## config.mk

```make
export PLATFORM = sky130hd
export DESIGN_NAME = module_clock_gate_divider
export DESIGN_NICKNAME = d
export VERILOG_FILES = /design/src/hdl/clk_ctrl_pkg.sv /design/src/hdl/clk_ctl_if.sv /design/src/hdl/module_clock_gate_divider.sv /design/src/hdl/shutdown_seq.sv /design/src/hdl/run_divider.sv
export SDC_FILE = /design/constraint.sdc
export NUM_CORES = 1
export LEC_CHECK = 0
export ABC_AREA = 1
export ABC_CLOCK_PERIOD_IN_PS = 1900
export BUFFER_PORTS_ARGS = -buffer_cell sky130_fd_sc_hd__buf_2
export CAP_MARGIN = 20
export CORE_MARGIN = 1
export CORE_UTILIZATION = 45
export CTS_CLUSTER_SIZE = 25
export DETAILED_ROUTE_END_ITERATION = 10
export PLACE_DENSITY = 0.87
export SYNTH_ARGS = -nofsm -noshare
export SYNTH_HDL_FRONTEND = slang
export SYNTH_SLANG_ARGS = --single-unit
```

## constraint.sdc

```tcl
create_clock -name aclk -period 1.9 [get_ports aclk]
set_clock_uncertainty 0.15 [all_clocks]
set_input_delay 0.095 -clock aclk [delete_from_list [all_inputs] [get_ports aclk]]
set_output_delay 0.095 -clock aclk [all_outputs]
set_load 0.01 [all_outputs]
```

## src/hdl/clk_ctrl_pkg.sv

```systemverilog
// shared constants and types of the module clock control block
package clk_ctrl_pkg;
  localparam int AXI_DATA_W = 32;
  localparam int AXI_ADDR_W = 8;
  localparam int RMC_FIELD_W = 8;
  // register byte offsets
  localparam logic [7:0] CLC_OFS = 8'h00;
  localparam logic [7:0] KDATA_OFS = 8'h04;
  // field positions in the clock control word
  localparam int DISABLE_REQUEST_BIT_BIT = 0;
  localparam int DISABLED_STATUS_BIT_BIT = 1;
  localparam int DEBUG_HALT_ALLOW_BIT = 2;
  localparam int SLEEP_IGNORE_BIT_BIT = 3;
  localparam int SUSPEND_WRITE_MASK_BIT = 4;
  localparam int FAST_SWITCH_OFF_ENABLE_BIT = 5;
  localparam int RMC_LSB = 8;
  // reset values: the module comes up disabled
  localparam logic DISABLE_REQUEST_BIT_RST = 1'h1;
  localparam logic DEBUG_HALT_ALLOW_RST = 1'h0;
  localparam logic SLEEP_IGNORE_BIT_RST = 1'h0;
  localparam logic FAST_SWITCH_OFF_ENABLE_RST = 1'h0;
  localparam logic [7:0] RMC_RST = 8'h01;
  // bus answers
  localparam logic [1:0] RESP_OKAY = 2'h0;
  localparam logic [1:0] RESP_SLVERR = 2'h2;
  typedef enum logic [1:0] {
    ST_RUN = 2'b00,
    ST_DRAIN = 2'b01,
    ST_OFF = 2'b10
  } shut_state_e;
  typedef enum logic [1:0] {
    SEL_NONE = 2'b00,
    SEL_CLC = 2'b01,
    SEL_KDATA = 2'b10
  } reg_sel_e;
endpackage : clk_ctrl_pkg

```

## src/hdl/clk_ctl_if.sv

```systemverilog
// signals between the control top, the shutdown sequencer and the divider
`timescale 1ns/1ns
interface clk_ctl_if #(parameter int RMC_W = 8);
  logic dis_cond;
  logic fast;
  logic bus_idle;
  logic kernel_ack;
  logic req;
  logic off;
  logic run;
  logic [RMC_W-1:0] run_divider_field;
  logic tick;
  modport top (output dis_cond, output fast, output bus_idle,
    output kernel_ack, output run, output run_divider_field,
    input req, input off, input tick);
  modport fsm (input dis_cond, input fast, input bus_idle,
    input kernel_ack, output req, output off);
  modport div (input run, input run_divider_field, output tick);
endinterface : clk_ctl_if

```

## src/hdl/module_clock_gate_divider.sv

```systemverilog
// module clock control: register slave, gating, shutdown and divider
// Operation
// - debug-halt-allow changes only with suspend_write_mask in the write
// - fast_switch_off_enable is guarded by the same write mask
// - setting disable_request_bit starts the shutdown of the peripheral
// - an honoured sleep request also starts the shutdown
// - secure shutdown stops orderly; disabled status then shows off
// - bus side acknowledges only after the current transfer has ended
// - secure shutdown gates the clock only after both acknowledges
// - fast switch-off enable zero selects secure shutdown
// - fast switch-off enable one gates once the bus side is idle
// - this build may ignore the kernel acknowledge whatever the bit says
// - run divider field is 8 or 2 bits, inside the bus side
// - a zero divider switches the module clock off
// - nonzero divider gives module clock of system clock over divider
// - kernel reads wait for a module tick; slower clock, longer read
// - divider and bus-side shutdown live together in the bus side
// - disable request at bit 0, read-write, one requests disable
// - sleep_ignore_bit one ignores sleep; zero lets sleep stop the clock
// - debug-halt-allow one stops the module under suspend; zero ignores
// - suspend write mask is write-only, never stored, reads zero
`timescale 1ns/1ns
module module_clock_gate_divider #(
  parameter int ADDR_W = clk_ctrl_pkg::AXI_ADDR_W,
  parameter int RMC_W = clk_ctrl_pkg::RMC_FIELD_W,
  parameter bit ALWAYS_FAST = 1'b1
) (
  input wire logic aclk,
  input wire logic aresetn,
  input wire logic [ADDR_W-1:0] s_axi_awaddr,
  input wire logic [2:0] s_axi_awprot,
  input wire logic s_axi_awvalid,
  output logic s_axi_awready,
  input wire logic [clk_ctrl_pkg::AXI_DATA_W-1:0] s_axi_wdata,
  input wire logic [clk_ctrl_pkg::AXI_DATA_W/8-1:0] s_axi_wstrb,
  input wire logic s_axi_wvalid,
  output logic s_axi_wready,
  output logic [1:0] s_axi_bresp,
  output logic s_axi_bvalid,
  input wire logic s_axi_bready,
  input wire logic [ADDR_W-1:0] s_axi_araddr,
  input wire logic [2:0] s_axi_arprot,
  input wire logic s_axi_arvalid,
  output logic s_axi_arready,
  output logic [clk_ctrl_pkg::AXI_DATA_W-1:0] s_axi_rdata,
  output logic [1:0] s_axi_rresp,
  output logic s_axi_rvalid,
  input wire logic s_axi_rready,
  input wire logic sleep_req,
  input wire logic suspend_req,
  input wire logic kernel_ack,
  input wire logic [clk_ctrl_pkg::AXI_DATA_W-1:0] krd_data,
  output logic mod_clk_en,
  output logic shutdown_req,
  output logic module_disabled,
  output logic krd_strobe
);
  import clk_ctrl_pkg::*;

  if (!(RMC_W == 8 || RMC_W == 2)) begin : g_bad_rmc
    $error("divider width must be 8 or 2");
  end
  if (ADDR_W < 8) begin : g_bad_addr
    $error("address width too small for the map");
  end

  function automatic reg_sel_e reg_sel(input logic [ADDR_W-1:0] a);
    logic [ADDR_W-1:0] w;
    w = {a[ADDR_W-1:2], 2'b00};
    if (w == ADDR_W'(CLC_OFS)) reg_sel = SEL_CLC;
    else if (w == ADDR_W'(KDATA_OFS)) reg_sel = SEL_KDATA;
    else reg_sel = SEL_NONE;
  endfunction : reg_sel

  clk_ctl_if #(.RMC_W(RMC_W)) cc ();

  // control bits
  logic disable_request_bit_r;
  logic debug_halt_allow_r;
  logic sleep_ignore_bit_r;
  logic fast_switch_off_enable_r;
  logic [RMC_W-1:0] rmc_r;
  logic disabled_status_bit_now;
  logic [7:0] rmc_field;
  logic [AXI_DATA_W-1:0] clc_word;

  // write channel state
  logic awready_r;
  logic wready_r;
  logic aw_have_r;
  logic w_have_r;
  logic [ADDR_W-1:0] awaddr_r;
  logic [AXI_DATA_W-1:0] wdata_r;
  logic [AXI_DATA_W/8-1:0] wstrb_r;
  logic bvalid_r;
  logic [1:0] bresp_r;
  logic aw_hs;
  logic w_hs;
  logic wr_do;
  logic wr_clc;

  // read channel state
  logic arready_r;
  logic rvalid_r;
  logic [1:0] rresp_r;
  logic [AXI_DATA_W-1:0] rdata_r;
  logic rd_busy_r;
  logic rd_clc_r;
  logic krd_strobe_r;
  logic disabled_status_bit_r;
  logic ar_hs;
  logic rd_done;

  assign aw_hs = s_axi_awvalid && awready_r;
  assign w_hs = s_axi_wvalid && wready_r;
  assign wr_do = aw_have_r && w_have_r && !bvalid_r;
  assign wr_clc = wr_do && reg_sel(awaddr_r) == SEL_CLC;
  assign ar_hs = s_axi_arvalid && arready_r;

  // disable sources: software, honoured sleep, enabled suspend
  assign cc.dis_cond = disable_request_bit_r
    || (sleep_req && !sleep_ignore_bit_r)
    || (suspend_req && debug_halt_allow_r);
  // secure unless fast is chosen or this build forces it;
  // forcing fast trades an orderly kernel stop for the quickest halt
  assign cc.fast = fast_switch_off_enable_r || ALWAYS_FAST;
  // bus side is idle once no kernel read is in flight
  assign cc.bus_idle = !rd_busy_r;
  assign cc.kernel_ack = kernel_ack;
  assign cc.run_divider_field = rmc_r;
  assign cc.run = !cc.off && rmc_r != '0;

  shutdown_seq u_seq (
    .aclk(aclk),
    .aresetn(aresetn),
    .s(cc.fsm)
  );

  run_divider #(.RMC_W(RMC_W)) u_div (
    .aclk(aclk),
    .aresetn(aresetn),
    .d(cc.div)
  );

  // disabled status follows the gated state or a zero divider
  assign disabled_status_bit_now = cc.off || rmc_r == '0;
  assign rmc_field = 8'(rmc_r);
  always_comb begin
    clc_word = '0;
    clc_word[DISABLE_REQUEST_BIT_BIT] = disable_request_bit_r;
    clc_word[DISABLED_STATUS_BIT_BIT] = disabled_status_bit_now;
    clc_word[DEBUG_HALT_ALLOW_BIT] = debug_halt_allow_r;
    clc_word[SLEEP_IGNORE_BIT_BIT] = sleep_ignore_bit_r;
    clc_word[FAST_SWITCH_OFF_ENABLE_BIT] = fast_switch_off_enable_r;
    clc_word[RMC_LSB +: 8] = rmc_field;
    // mask bit is never stored, so it always reads zero
  end

  // configuration register
  always_ff @(posedge aclk) begin
    if (!aresetn) begin
      disable_request_bit_r <= DISABLE_REQUEST_BIT_RST;
      debug_halt_allow_r <= DEBUG_HALT_ALLOW_RST;
      sleep_ignore_bit_r <= SLEEP_IGNORE_BIT_RST;
      fast_switch_off_enable_r <= FAST_SWITCH_OFF_ENABLE_RST;
      rmc_r <= RMC_W'(RMC_RST);
    end else if (wr_clc) begin
      if (wstrb_r[0]) begin
        disable_request_bit_r <= wdata_r[DISABLE_REQUEST_BIT_BIT];
        sleep_ignore_bit_r <= wdata_r[SLEEP_IGNORE_BIT_BIT];
        // debug-only bits: an application write without the mask
        // cannot disturb what a debugger set
        if (wdata_r[SUSPEND_WRITE_MASK_BIT]) begin
          debug_halt_allow_r <= wdata_r[DEBUG_HALT_ALLOW_BIT];
          fast_switch_off_enable_r <= wdata_r[FAST_SWITCH_OFF_ENABLE_BIT];
        end
      end
      if (wstrb_r[1]) rmc_r <= wdata_r[RMC_LSB +: RMC_W];
    end
  end

  // write address and data taken in either order
  always_ff @(posedge aclk) begin
    if (!aresetn) begin
      awready_r <= 1'b0;
      aw_have_r <= 1'b0;
      awaddr_r <= '0;
    end else if (aw_hs) begin
      awready_r <= 1'b0;
      aw_have_r <= 1'b1;
      awaddr_r <= s_axi_awaddr;
    end else if (wr_do) begin
      aw_have_r <= 1'b0;
    end else if (!aw_have_r && !bvalid_r) begin
      awready_r <= 1'b1;
    end
  end

  always_ff @(posedge aclk) begin
    if (!aresetn) begin
      wready_r <= 1'b0;
      w_have_r <= 1'b0;
      wdata_r <= '0;
      wstrb_r <= '0;
    end else if (w_hs) begin
      wready_r <= 1'b0;
      w_have_r <= 1'b1;
      wdata_r <= s_axi_wdata;
      wstrb_r <= s_axi_wstrb;
    end else if (wr_do) begin
      w_have_r <= 1'b0;
    end else if (!w_have_r && !bvalid_r) begin
      wready_r <= 1'b1;
    end
  end

  // the kernel data window is read-only, so a write there errors
  always_ff @(posedge aclk) begin
    if (!aresetn) begin
      bvalid_r <= 1'b0;
      bresp_r <= RESP_OKAY;
    end else if (wr_do) begin
      bvalid_r <= 1'b1;
      bresp_r <= wr_clc ? RESP_OKAY : RESP_SLVERR;
    end else if (bvalid_r && s_axi_bready) begin
      bvalid_r <= 1'b0;
    end
  end

  // kernel read ends on a module clock tick, or at once when stopped
  assign rd_done = rd_busy_r && (cc.tick || !cc.run);

  always_ff @(posedge aclk) begin
    if (!aresetn) begin
      arready_r <= 1'b0;
      rd_busy_r <= 1'b0;
    end else if (ar_hs) begin
      arready_r <= 1'b0;
      rd_busy_r <= reg_sel(s_axi_araddr) == SEL_KDATA;
    end else if (rd_done) begin
      rd_busy_r <= 1'b0;
    end else if (!rd_busy_r && !rvalid_r) begin
      arready_r <= 1'b1;
    end
  end

  always_ff @(posedge aclk) begin
    if (!aresetn) begin
      rvalid_r <= 1'b0;
      rresp_r <= RESP_OKAY;
      rdata_r <= '0;
      rd_clc_r <= 1'b0;
    end else if (ar_hs && reg_sel(s_axi_araddr) != SEL_KDATA) begin
      rvalid_r <= 1'b1;
      rd_clc_r <= reg_sel(s_axi_araddr) == SEL_CLC;
      if (reg_sel(s_axi_araddr) == SEL_CLC) begin
        rresp_r <= RESP_OKAY;
        rdata_r <= clc_word;
      end else begin
        rresp_r <= RESP_SLVERR;
        rdata_r <= '0;
      end
    end else if (rd_done) begin
      rvalid_r <= 1'b1;
      rd_clc_r <= 1'b0;
      rresp_r <= RESP_OKAY;
      rdata_r <= krd_data;
    end else if (rvalid_r && s_axi_rready) begin
      rvalid_r <= 1'b0;
    end
  end

  // side effects of a read apply only with a running module clock;
  // a stopped module sees a plain, harmless read
  always_ff @(posedge aclk) begin
    if (!aresetn) krd_strobe_r <= 1'b0;
    else krd_strobe_r <= rd_done && cc.tick;
  end

  always_ff @(posedge aclk) begin
    if (!aresetn) disabled_status_bit_r <= 1'b1;
    else disabled_status_bit_r <= disabled_status_bit_now;
  end

  assign s_axi_awready = awready_r;
  assign s_axi_wready = wready_r;
  assign s_axi_bvalid = bvalid_r;
  assign s_axi_bresp = bresp_r;
  assign s_axi_arready = arready_r;
  assign s_axi_rvalid = rvalid_r;
  assign s_axi_rresp = rresp_r;
  assign s_axi_rdata = rdata_r;
  assign mod_clk_en = cc.tick;
  assign shutdown_req = cc.req;
  assign module_disabled = disabled_status_bit_r;
  assign krd_strobe = krd_strobe_r;
endmodule : module_clock_gate_divider

```

## src/hdl/shutdown_seq.sv

```systemverilog
// shutdown handshake sequencer: run, drain, off
`timescale 1ns/1ns
module shutdown_seq (
  input wire logic aclk,
  input wire logic aresetn,
  clk_ctl_if.fsm s
);
  import clk_ctrl_pkg::*;

  shut_state_e state_r;
  shut_state_e state_nxt;
  logic req_r;

  always_comb begin
    state_nxt = state_r;
    case (state_r)
      ST_RUN: begin
        if (s.dis_cond) state_nxt = ST_DRAIN;
      end
      ST_DRAIN: begin
        // a withdrawn request aborts the drain, clock never stopped
        if (!s.dis_cond) state_nxt = ST_RUN;
        else if (s.bus_idle && (s.fast || s.kernel_ack))
          state_nxt = ST_OFF;
      end
      ST_OFF: begin
        if (!s.dis_cond) state_nxt = ST_RUN;
      end
      default: state_nxt = ST_OFF;
    endcase
  end

  always_ff @(posedge aclk) begin
    if (!aresetn) state_r <= ST_OFF;
    else state_r <= state_nxt;
  end

  always_ff @(posedge aclk) begin
    if (!aresetn) req_r <= 1'b1;
    else req_r <= (state_nxt != ST_RUN);
  end

  assign s.req = req_r;
  assign s.off = (state_r == ST_OFF);
endmodule : shutdown_seq

```

## src/hdl/run_divider.sv

```systemverilog
// run-mode divider: one tick every rmc system clocks
`timescale 1ns/1ns
module run_divider #(
  parameter int RMC_W = 8
) (
  input wire logic aclk,
  input wire logic aresetn,
  clk_ctl_if.div d
);
  logic [RMC_W-1:0] cnt_r;
  logic tick_r;
  logic wrap;

  assign wrap = (cnt_r >= d.run_divider_field - RMC_W'(1));

  // zero divider means no tick at all
  always_ff @(posedge aclk) begin
    if (!aresetn) begin
      cnt_r <= '0;
      tick_r <= 1'b0;
    end else if (!d.run || d.run_divider_field == '0) begin
      cnt_r <= '0;
      tick_r <= 1'b0;
    end else if (wrap) begin
      cnt_r <= '0;
      tick_r <= 1'b1;
    end else begin
      cnt_r <= cnt_r + RMC_W'(1);
      tick_r <= 1'b0;
    end
  end

  assign d.tick = tick_r;
endmodule : run_divider

```

==> results of run 1 <==
synth_stat cells (4+ instances only):
library cell  count
nand2_1         114
nor2_1          103
dfxtp_1          89
a21oi_1          43
inv_1            43
nand3_1          38
o21ai_0          26
clkbuf_1         11
ha_1             11
inv_2            11
o21ai_1           9
xor2_1            8
buf_2             6
buf_6             5
nand4_1           5
xnor2_1           4
cell usage in the layout (no fill, tap or decap), drive strengths merged, types with 8 or more instances in the layout:
master / count
clkbuf: 10
nand2: 117
inv: 54
a21oi: 43
dfxtp: 89
dlygate4sd3: 60
ha: 11
nand3: 40
nor2: 106
o21ai: 35
xor2: 8
buf: 129
cells by family after synthesis:
kind of cell	after synthesis	share of synthesized area [%]
compound gates	82	10.8
buf+inv	81	9.10
flops	89	45.3
simple gates	272	28.6
fa+ha+maj	11	3.50
xor+xnor	12	2.67
other cells	1	0.0953
per-stage QoR:
stage                     instances  utilization, %  worst slack (ns)  area [um^2]  TNS (ns)
after floorplan                 549               -            0.0332         3950         0
after global placement          756            55.8           -0.0261         4660    -0.183
after detailed placement        756            55.8           -0.0984         4660    -0.703
after CTS                       832            66.1           -0.0723         5510    -0.470
after global routing            833            66.6            -0.189         5560     -1.59
final                           833            66.6           -0.0996         5560    -0.822
critical path, delay by kind of cell (launching register included):
| family | cells | cell delay (ns) |
|---|---|---|
| xor+xnor | 1 | 0.10 |
| fa+ha+maj | 1 | 0.32 |
| simple gates | 6 | 0.70 |
| flops | 1 | 0.35 |
| compound gates | 1 | 0.29 |
state kept, by name, indices dropped and copies added (netlist names), 2 cells and up:
signal / count
wdata_r: 13
awaddr_r: 6
cc.run_divider_field: 8
s_axi_rdata: 32
wstrb_r: 2
u_div.cnt_r: 8
u_seq.state_r: 2
where the power goes:
group / switching [mW] / leakage [nW] / internal (mW)
sequential: 0.0537 / 0.727 / 1.95
combinational: 0.293 / 1.81 / 0.282
clock: 0.639 / 0.122 / 0.903
layer usage:
layer	routed length, um	GRT usage, %	part of all wire, %
met5	0	0	0
met4	353	12.9	3.5
met3	453	4.07	4.5
met2	4980	40.1	50
met1	4250	24.4	42
final timing paths:
kind	start	endpoint	depth (start not counted)
setup / recovery	cc.run_divider_field[1]$_SDFFE_PN0P_	u_div.cnt_r[7]$_SDFF_PP0_	9
hold / removal	suspend_req	u_seq.state_r[0]$_SDFF_PN0_	4
setup reg to reg	cc.run_divider_field[1]$_SDFFE_PN0P_	u_div.cnt_r[7]$_SDFF_PP0_	9
hold reg to reg	s_axi_rdata[16]$_SDFFE_PN0P_	s_axi_rdata[16]$_SDFFE_PN0P_	2
final cells by class:
class	count	area, um^2	share of cell area (%)
clock buffer	10	138	2.48
multi-input combinational	379	1850	33.3
sequential	89	1790	32.1
timing repair buffer	189	1340	24.0
clock inverter	5	104	1.87
tap	105	131	2.36
inverter	56	211	3.80
repair_timing:
item,CTS,global route
setup buffers,1,1
hold buffers,60,0
resized for setup,3,10
cloned,0,0
pin swaps,1,1
hold endpoints to repair,65,0
setup endpoints to repair,9,21
==> out/qor.txt, run 1 <==
Root buffer cell -> clkbuf_8
1st-pass router iterations -> 4
Setup violations, final -> 9
Slew Limit Fails -> 0
Placer congestion estimate -> 0.848
CTS buffer count -> 9
Part of the cycle the worst path needs -> 105%
Total Power -> 4.13 mW
Vias per std cell -> 4.80
P_leak -> 2.66 nW
Die extent in y -> 95.5 um
Maximum VDD drop -> 0.000411 V
Status -> finished with violations
Top-area cell type share of the netlist area -> 45.3%
RSZ-0062 raised after global routing -> true
Htree depth -> 3
Fill count -> 697
Worst-path clk slew -> 0.09 ns
NumNets Final -> 835
Initial antenna violation count -> 0
Pwr dens -> 742 nW/um^2
Total GRT Usage -> 22.3%
Max clock buf depth -> 2
Clk_lat worst skew -> 0.34 ns
Largest stage delay, worst path -> 0.35 ns
Seq/Total Area, Yosys -> 45.3%
Largest net degree at the start of global routing -> 55
Critical path cell sequence -> nor2_4, nand4_1, nor3_1, xor2_1, ha_1, nand2_1, o211a_2, nand3_4, nor2_1
First-pass GRT wire length -> 15.8 mm
Layout cells sized above 1 -> 24.3%
Crit path launch type -> flop
Failing checks -> setup timing
Final Hold Fails -> 0
Area leader, netlist -> dfxtp_1
CP max FO -> 8
Worst setup EP type -> flop
# port buffers -> 110
Site row count -> 33
DRC -> 0
Worst min path class -> in2reg
Final WS setup -> -0.0996 ns
Ys async rst share -> 0%
Vias in the first global route -> 3727
Die area -> 9120 um^2
Initial cell density of the core -> 47.2%
Std-Cell Core Area -> 8340 um^2
EDFF count, synth -> 0
IO Pins -> 145
Netlist cell types -> 30
Final HPWL DP -> 6.79 mm
Yosys reg bits -> 89
Syn-to-layout area delta -> 41.3%
Vias post-DR -> 4002
Max-capacitance violation count -> 0
DR iter-0 viols -> 116
Setup CP Type -> reg2reg
WL final -> 10.0 mm
Post-detailed-route count of antenna-violating nets -> 0
CTS tree -> done
Worst EP required -> 1.98 ns
Min cycle time layout -> 2.00 ns
CTS sink count -> 89
Grt ovf -> 0
Synth warn -> 0
CP max-delay cell -> dfxtp_2
Die Width -> 95.5 um
Crit path DAT -> 2.08 ns
Post-Syn Area -> 3930 um^2
Highest Clock Rate -> 500 MHz
Post-synthesis cell count -> 548
Diodes inserted -> 0
Slack of the worst reg-to-reg path -> -0.1 ns
Top FF cell, synth -> dfxtp_1
Largest cells by area after synthesis -> dfxtp_1 (45%), nand2_1 (11%), nor2_1 (9.8%)
Routed len/inst -> 12.0 um
Avg Inst Size Synth -> 7.18 um^2
Worst Hold Slack -> 0.0151 ns
Note: power is estimated with default switching activity, not from simulation.
==> run 2: changes to the inputs <==
--- a/config.mk
+++ b/config.mk
@@ -9,11 +9,13 @@
 export ABC_CLOCK_PERIOD_IN_PS = 1900
 export BUFFER_PORTS_ARGS = -buffer_cell sky130_fd_sc_hd__buf_2
 export CAP_MARGIN = 20
+export CELL_PAD_IN_SITES_DETAIL_PLACEMENT = 0
+export CELL_PAD_IN_SITES_GLOBAL_PLACEMENT = 2
 export CORE_MARGIN = 1
-export CORE_UTILIZATION = 45
+export CORE_UTILIZATION = 23
 export CTS_CLUSTER_SIZE = 25
 export DETAILED_ROUTE_END_ITERATION = 10
-export PLACE_DENSITY = 0.87
+export PLACE_DENSITY = 0.84
 export SYNTH_ARGS = -nofsm -noshare
 export SYNTH_HDL_FRONTEND = slang
 export SYNTH_SLANG_ARGS = --single-unit
==> out/qor.txt, run 2 (synthesis gave the netlist of run 1 again) <==
Status -> finished with violations
Failing checks -> setup timing
Htree depth -> 3
Most frequent cells in the layout -> nand2_1 (112), buf_2 (110), nor2_1 (99)
Final Hold Fails -> 0
CTS buffer count -> 9
Final WS setup -> -0.120 ns
Root buffer cell -> clkbuf_16
Setup TNS Final -> -0.920 ns
Critical path cell sequence -> nor2_2, nand4_1, buf_4, xor2_1, ha_1, a21oi_2, o211a_4, nand3_4, nor2_1
Grt ovf -> 0
DP Cell Count -> 876
Total GRT Usage -> 12.6%
Crit path max-delay family -> simple AND/OR/NAND/NOR gates
Syn-to-layout area delta -> 46.4%
WHS Endpoint -> s_axi_rdata[13]$_SDFFE_PN0P_
Pwr dens -> 760 nW/um^2
NumNets Final -> 837
Std-Cell Core Area -> 16600 um^2
Placer congestion estimate -> 0.732
# port buffers -> 110
Fill count -> 1797
RSZ-0062 raised after global routing -> true
Dpl ws -> -0.0914 ns
Worst setup EP type -> flop
Critical path depth -> 9
Worst Hold Depth -> 3
Setup CP Type -> reg2reg
Max clock buf depth -> 2
Worst Hold Slack -> 0.0192 ns
1st-pass router iterations -> 4
Max reg flops -> 32
DRC -> 0
Highest Clock Rate -> 495 MHz
Part of the cycle the worst path needs -> 106%
First-pass GRT wire length -> 17.3 mm
Final Cell Area -> 5760 um^2
Layout cells sized above 1 -> 24.9%
Die area -> 17600 um^2
Worst r2r src -> cc.run_divider_field[1]$_SDFFE_PN0P_
Clk_lat worst skew -> 0.35 ns
Die extent in y -> 133 um
Post-detailed-route count of antenna-violating nets -> 0
Diodes inserted -> 0
Initial cell density of the core -> 23.6%
Seq. cell area -> 1780 um^2
Min-delay src -> aresetn
Final Non-Filler Cells -> 951
Min cycle time layout -> 2.02 ns
Site row count -> 47
DR iter-0 viols -> 129
CP max FO -> 8
Most common cell after layout, fill and taps aside -> nand2_1
Crit path launch type -> flop
Largest stage delay, worst path -> 0.33 ns
Area after DPL -> 4820 um^2
Worst EP required -> 2.04 ns
WP buf/inv -> 1
Vias per std cell -> 3.93
Reg-to-reg endpoint -> u_div.cnt_r[4]$_SDFF_PP0_
Worst Reg-to-Reg Cells -> 9
Vias in the first global route -> 3488
Slack of the worst reg-to-reg path -> -0.12 ns
Maximum VDD drop -> 0.000423 V
Vias post-DR -> 3740
Setup violations, final -> 8
Initial antenna violation count -> 0
Routed len/inst -> 11.0 um
Largest net degree at the start of global routing -> 41
Crit path DAT -> 2.16 ns
IO Pins -> 145
CTS sink count -> 89
Worst min path class -> in2reg
Max-capacitance violation count -> 0
Die Width -> 133 um
Worst setup path startpoint -> cc.run_divider_field[1]$_SDFFE_PN0P_
P_leak -> 2.68 nW
Total Power -> 4.38 mW
Worst-path clk slew -> 0.07 ns
CTS tree -> done
Multi-input gate area -> 1860 um^2
WL final -> 10.4 mm
Fin util -> 34.6%
Slew Limit Fails -> 0
Final HPWL DP -> 7.51 mm
CP max-delay cell -> dfxtp_2
## run 2: changes by cell type in the layout (fill, tap and decap cells not counted), sizes merged
cell	before	now
buf	129	133
bufinv	3	1
clkbuf	10	12
clkinv	4	3
clkinvlp	0	1
dlygate4sd3	60	58
inv	54	55
## run 2: worst min-delay path, stage by stage
cell and delay (ns):
buf_2 0.23, nand2_1 0.12, nor2_1 0.03
## run 2: timing repair
action | in CTS | in global routing
setup endpoints to repair | 9 | 10
endpoints found under the hold margin | 60 | 0
hold buffers | 58 | 0
pin swaps | 1 | 6
gates resized for setup | 4 | 10
setup buffers | 1 | 0
## run 2: power by group
group	internal (mW)	switching, mW
clock network	1.06	0.740
logic	0.279	0.291
registers	1.96	0.0513
## run 2: area by class of cell
class                           count  share of cell area [%]
Clock buffer                       12                    4.28
Clock inverter                      4                   0.891
Inverter                           56                    3.67
Multi-Input combinational cell    379                    32.3
Sequential cell                    89                    31.0
Tap cell                          220                    4.78
Timing Repair Buffer              191                    23.1
## run 2: per-layer routing
layer	wire, um	track usage, %
met1	5370	16.7
met4	231	6.77
met2	4460	18.9
met5	0	0
met3	354	2.61
## run 2: worst max path at each step
stage | to
final | u_div.cnt_r[4]$_SDFF_PP0_
after global routing | u_div.cnt_r[2]$_SDFF_PP0_
after CTS | u_div.cnt_r[0]$_SDFF_PP0_
after detailed placement | u_div.cnt_r[2]$_SDFF_PP0_
after global placement | u_div.cnt_r[0]$_SDFF_PP0_
after floorplan | u_div.cnt_r[6]$_SDFF_PP0_
==> run 3: changes to the inputs <==
--- a/config.mk
+++ b/config.mk
@@ -5,14 +5,14 @@
 export SDC_FILE = /design/constraint.sdc
 export NUM_CORES = 1
 export LEC_CHECK = 0
-export ABC_AREA = 1
 export ABC_CLOCK_PERIOD_IN_PS = 1900
 export BUFFER_PORTS_ARGS = -buffer_cell sky130_fd_sc_hd__buf_2
 export CAP_MARGIN = 20
 export CELL_PAD_IN_SITES_DETAIL_PLACEMENT = 0
 export CELL_PAD_IN_SITES_GLOBAL_PLACEMENT = 2
 export CORE_MARGIN = 1
-export CORE_UTILIZATION = 23
+export CORE_UTILIZATION = 24
+export CTS_BUF_LIST = sky130_fd_sc_hd__clkbuf_4 sky130_fd_sc_hd__clkbuf_8 sky130_fd_sc_hd__clkbuf_16
 export CTS_CLUSTER_SIZE = 25
 export DETAILED_ROUTE_END_ITERATION = 10
 export PLACE_DENSITY = 0.84
==> out/qor.txt, run 3 <==
DP Cell Count -> 770
Most frequent cells in the layout -> buf_2 (110), nand2_1 (107), dfxtp_1 (85)
Placer congestion estimate -> 0.811
Worst slew pin tran -> 0.524 ns
Worst min path class -> in2reg
Htree depth -> 3
Synth warn -> 0
WL final -> 10.6 mm
Status -> finished with violations
Vias in the first global route -> 3590
Met2 global-route usage -> 22.4%
Top post-synthesis cells by count -> nand2_1 (107), dfxtp_1 (89), a21oi_1 (37)
Min-delay src -> s_axi_arvalid
Initial cell density of the core -> 24.6%
EDFF count, synth -> 0
Crit path launch type -> flop
Worst r2r src -> cc.run_divider_field[5]$_SDFFE_PN0P_
Die extent in y -> 127 um
First-pass GRT wire length -> 17.3 mm
CTS buffer count -> 9
CP max FO -> 5
Largest stage delay, worst path -> 0.55 ns
Top-area cell type share of the netlist area -> 47.4%
CTS sink count -> 89
Root buffer cell -> clkbuf_16
Part of the cycle the worst path needs -> 120%
Maximum VDD drop -> 0.000387 V
Worst Reg-to-Reg Cells -> 7
Most common cell after layout, fill and taps aside -> buf_2
WP buf/inv -> 2
Critical path depth -> 7
Reg-to-reg endpoint -> s_axi_rdata[0]$_SDFFE_PN0P_
Slack of the worst reg-to-reg path -> -0.38 ns
Vias post-DR -> 3707
Die Width -> 127 um
Setup CP Type -> reg2reg
Die area -> 16200 um^2
Final Non-Filler Cells -> 857
Routed len/inst -> 12.4 um
Clk_lat worst skew -> 0.34 ns
Syn-to-layout area delta -> 54.6%
Worst setup EP type -> flop
Post-synthesis cell count -> 446
GRT busiest layer -> met2
Worst slew margin -> 65.1%
RSZ-0062 raised after global routing -> true
GR Util met1 -> 17.0%
Failing checks -> setup timing
Most frequent cell after synthesis -> nand2_1
Crit path DAT -> 2.37 ns
Slew Limit Fails -> 0
Critical path cell sequence -> or4_4, buf_4, nor4b_4, o31ai_4, bufbuf_16, o21ai_1, a21oi_1
Initial antenna violation count -> 0
P_leak -> 2.36 nW
NumNets Final -> 752
Diodes inserted -> 0
Largest net degree at the start of global routing -> 47
Post-detailed-route count of antenna-violating nets -> 0
Worst Hold Depth -> 3
Ys async rst share -> 0%
Largest cells by area after synthesis -> dfxtp_1 (47%), nand2_1 (11%), a21boi_0 (6.2%)
Final Hold Fails -> 0
1st-pass router iterations -> 7
Setup violations, final -> 42
Total GRT Usage -> 13.6%
CTS tree -> done
Min cycle time layout -> 2.28 ns
Grt ovf -> 0
Setup TNS Final -> -12.82 ns
Avg Inst Size Synth -> 8.43 um^2
Max-capacitance violation count -> 0
Netlist cell types -> 42
DRC -> 0
Vias per std cell -> 4.33
Post-Syn Area -> 3760 um^2
DR iter-0 viols -> 168
Yosys reg bits -> 89
Fin util -> 38.1%
WHS Endpoint -> s_axi_arready$_SDFFE_PP0P_
Worst-path clk slew -> 0.07 ns
Final WS setup -> -0.382 ns
# port buffers -> 110
Seq/Total Area, Yosys -> 47.4%
Std-Cell Core Area -> 15300 um^2
Highest Clock Rate -> 438 MHz
Worst EP required -> 1.99 ns
Pwr dens -> 728 nW/um^2
Max clock buf depth -> 2
Layout cells sized above 1 -> 28.5%
Area leader, netlist -> dfxtp_1
Final HPWL DP -> 7.84 mm
IO Pins -> 145
CP max-delay cell -> or4_4
Met3 Track Usage GR -> 3.77%
Crit path max-delay family -> simple AND/OR/NAND/NOR gates
Max reg flops -> 32
Site row count -> 45
Top FF cell, synth -> dfxtp_1
[run 3: worst max path at each step]
stage | startpoint | end
after CTS | cc.run_divider_field[5]$_SDFFE_PN0P_ | u_div.d.tick$_SDFF_PP0_
after floorplan | cc.run_divider_field[5]$_SDFFE_PN0P_ | u_div.d.tick$_SDFF_PP0_
after detailed placement | cc.run_divider_field[5]$_SDFFE_PN0P_ | u_div.d.tick$_SDFF_PP0_
after global placement | cc.run_divider_field[5]$_SDFFE_PN0P_ | u_div.d.tick$_SDFF_PP0_
after global routing | cc.run_divider_field[5]$_SDFFE_PN0P_ | u_div.cnt_r[5]$_SDFF_PP0_
final | cc.run_divider_field[5]$_SDFFE_PN0P_ | s_axi_rdata[0]$_SDFFE_PN0P_
[run 3: repair_timing]
item / 4_1_cts / 5_1_grt
buffers inserted: 5 / 0
endpoints found under the hold margin: 59 / 0
resized for setup: 12 / 5
gates cloned: 2 / 0
hold buffers: 64 / 0
pin swaps: 3 / 3
setup endpoints to repair: 45 / 44
[run 3: report_power, final]
part	switching, mW	internal, mW
combinational	0.251	0.297
sequential	0.0550	1.95
clock	0.744	0.944
total	1.05	3.19
[run 3: cells by family (layout without fill, tap and decap cells)]
family          Yosys count  in the layout  share of synthesized area, %
simple gates            178            179                          22.0
compound gates          118            118                          19.6
flops                    89             89                          47.4
buf+inv                  37            235                          4.46
xor+xnor                 12             12                          2.79
fa+ha+maj                11             11                          3.66
other cells               1              2                        0.0997
[run 3: worst register-to-register path, cell delays in order (launching register included)]
cell	delay [ns]
dfxtp_2	0.32
or4_4	0.55
buf_4	0.18
nor4b_4	0.35
o31ai_4	0.14
bufbuf_16	0.29
o21ai_1	0.12
a21oi_1	0.08
[run 3: metal layers]
layer | vias to the layer above | wire length (um)
met5 | - | 46
met4 | 2 | 97
met3 | 6 | 513
met2 | 100 | 4870
met1 | 1676 | 5110
li1 | 1923 | -
[run 3: cell type report]
class                           count  area [um^2]
Fill cell                        1561         9440
Multi-Input combinational cell    322         1900
Sequential cell                    89         1790
Timing Repair Buffer              209         1540
Tap cell                          211          264
Clock buffer                       11          246
Inverter                           10         40.0
Clock inverter                      5         37.5
[run 3: stage by stage]
stage / instance area, um^2 / setup WS [ns] / hold WS (ns) / power, mW
floorplan: 3800 / -0.311 / 0.0855 / 2.25
global placement: 4760 / -0.322 / 0.192 / 2.46
detailed placement: 4760 / -0.359 / 0.195 / 2.47
CTS: 5790 / -0.373 / 0.00412 / 4.29
global route: 5810 / -0.514 / 0.00663 / 4.45
finish: 5810 / -0.382 / 0.00960 / 4.24
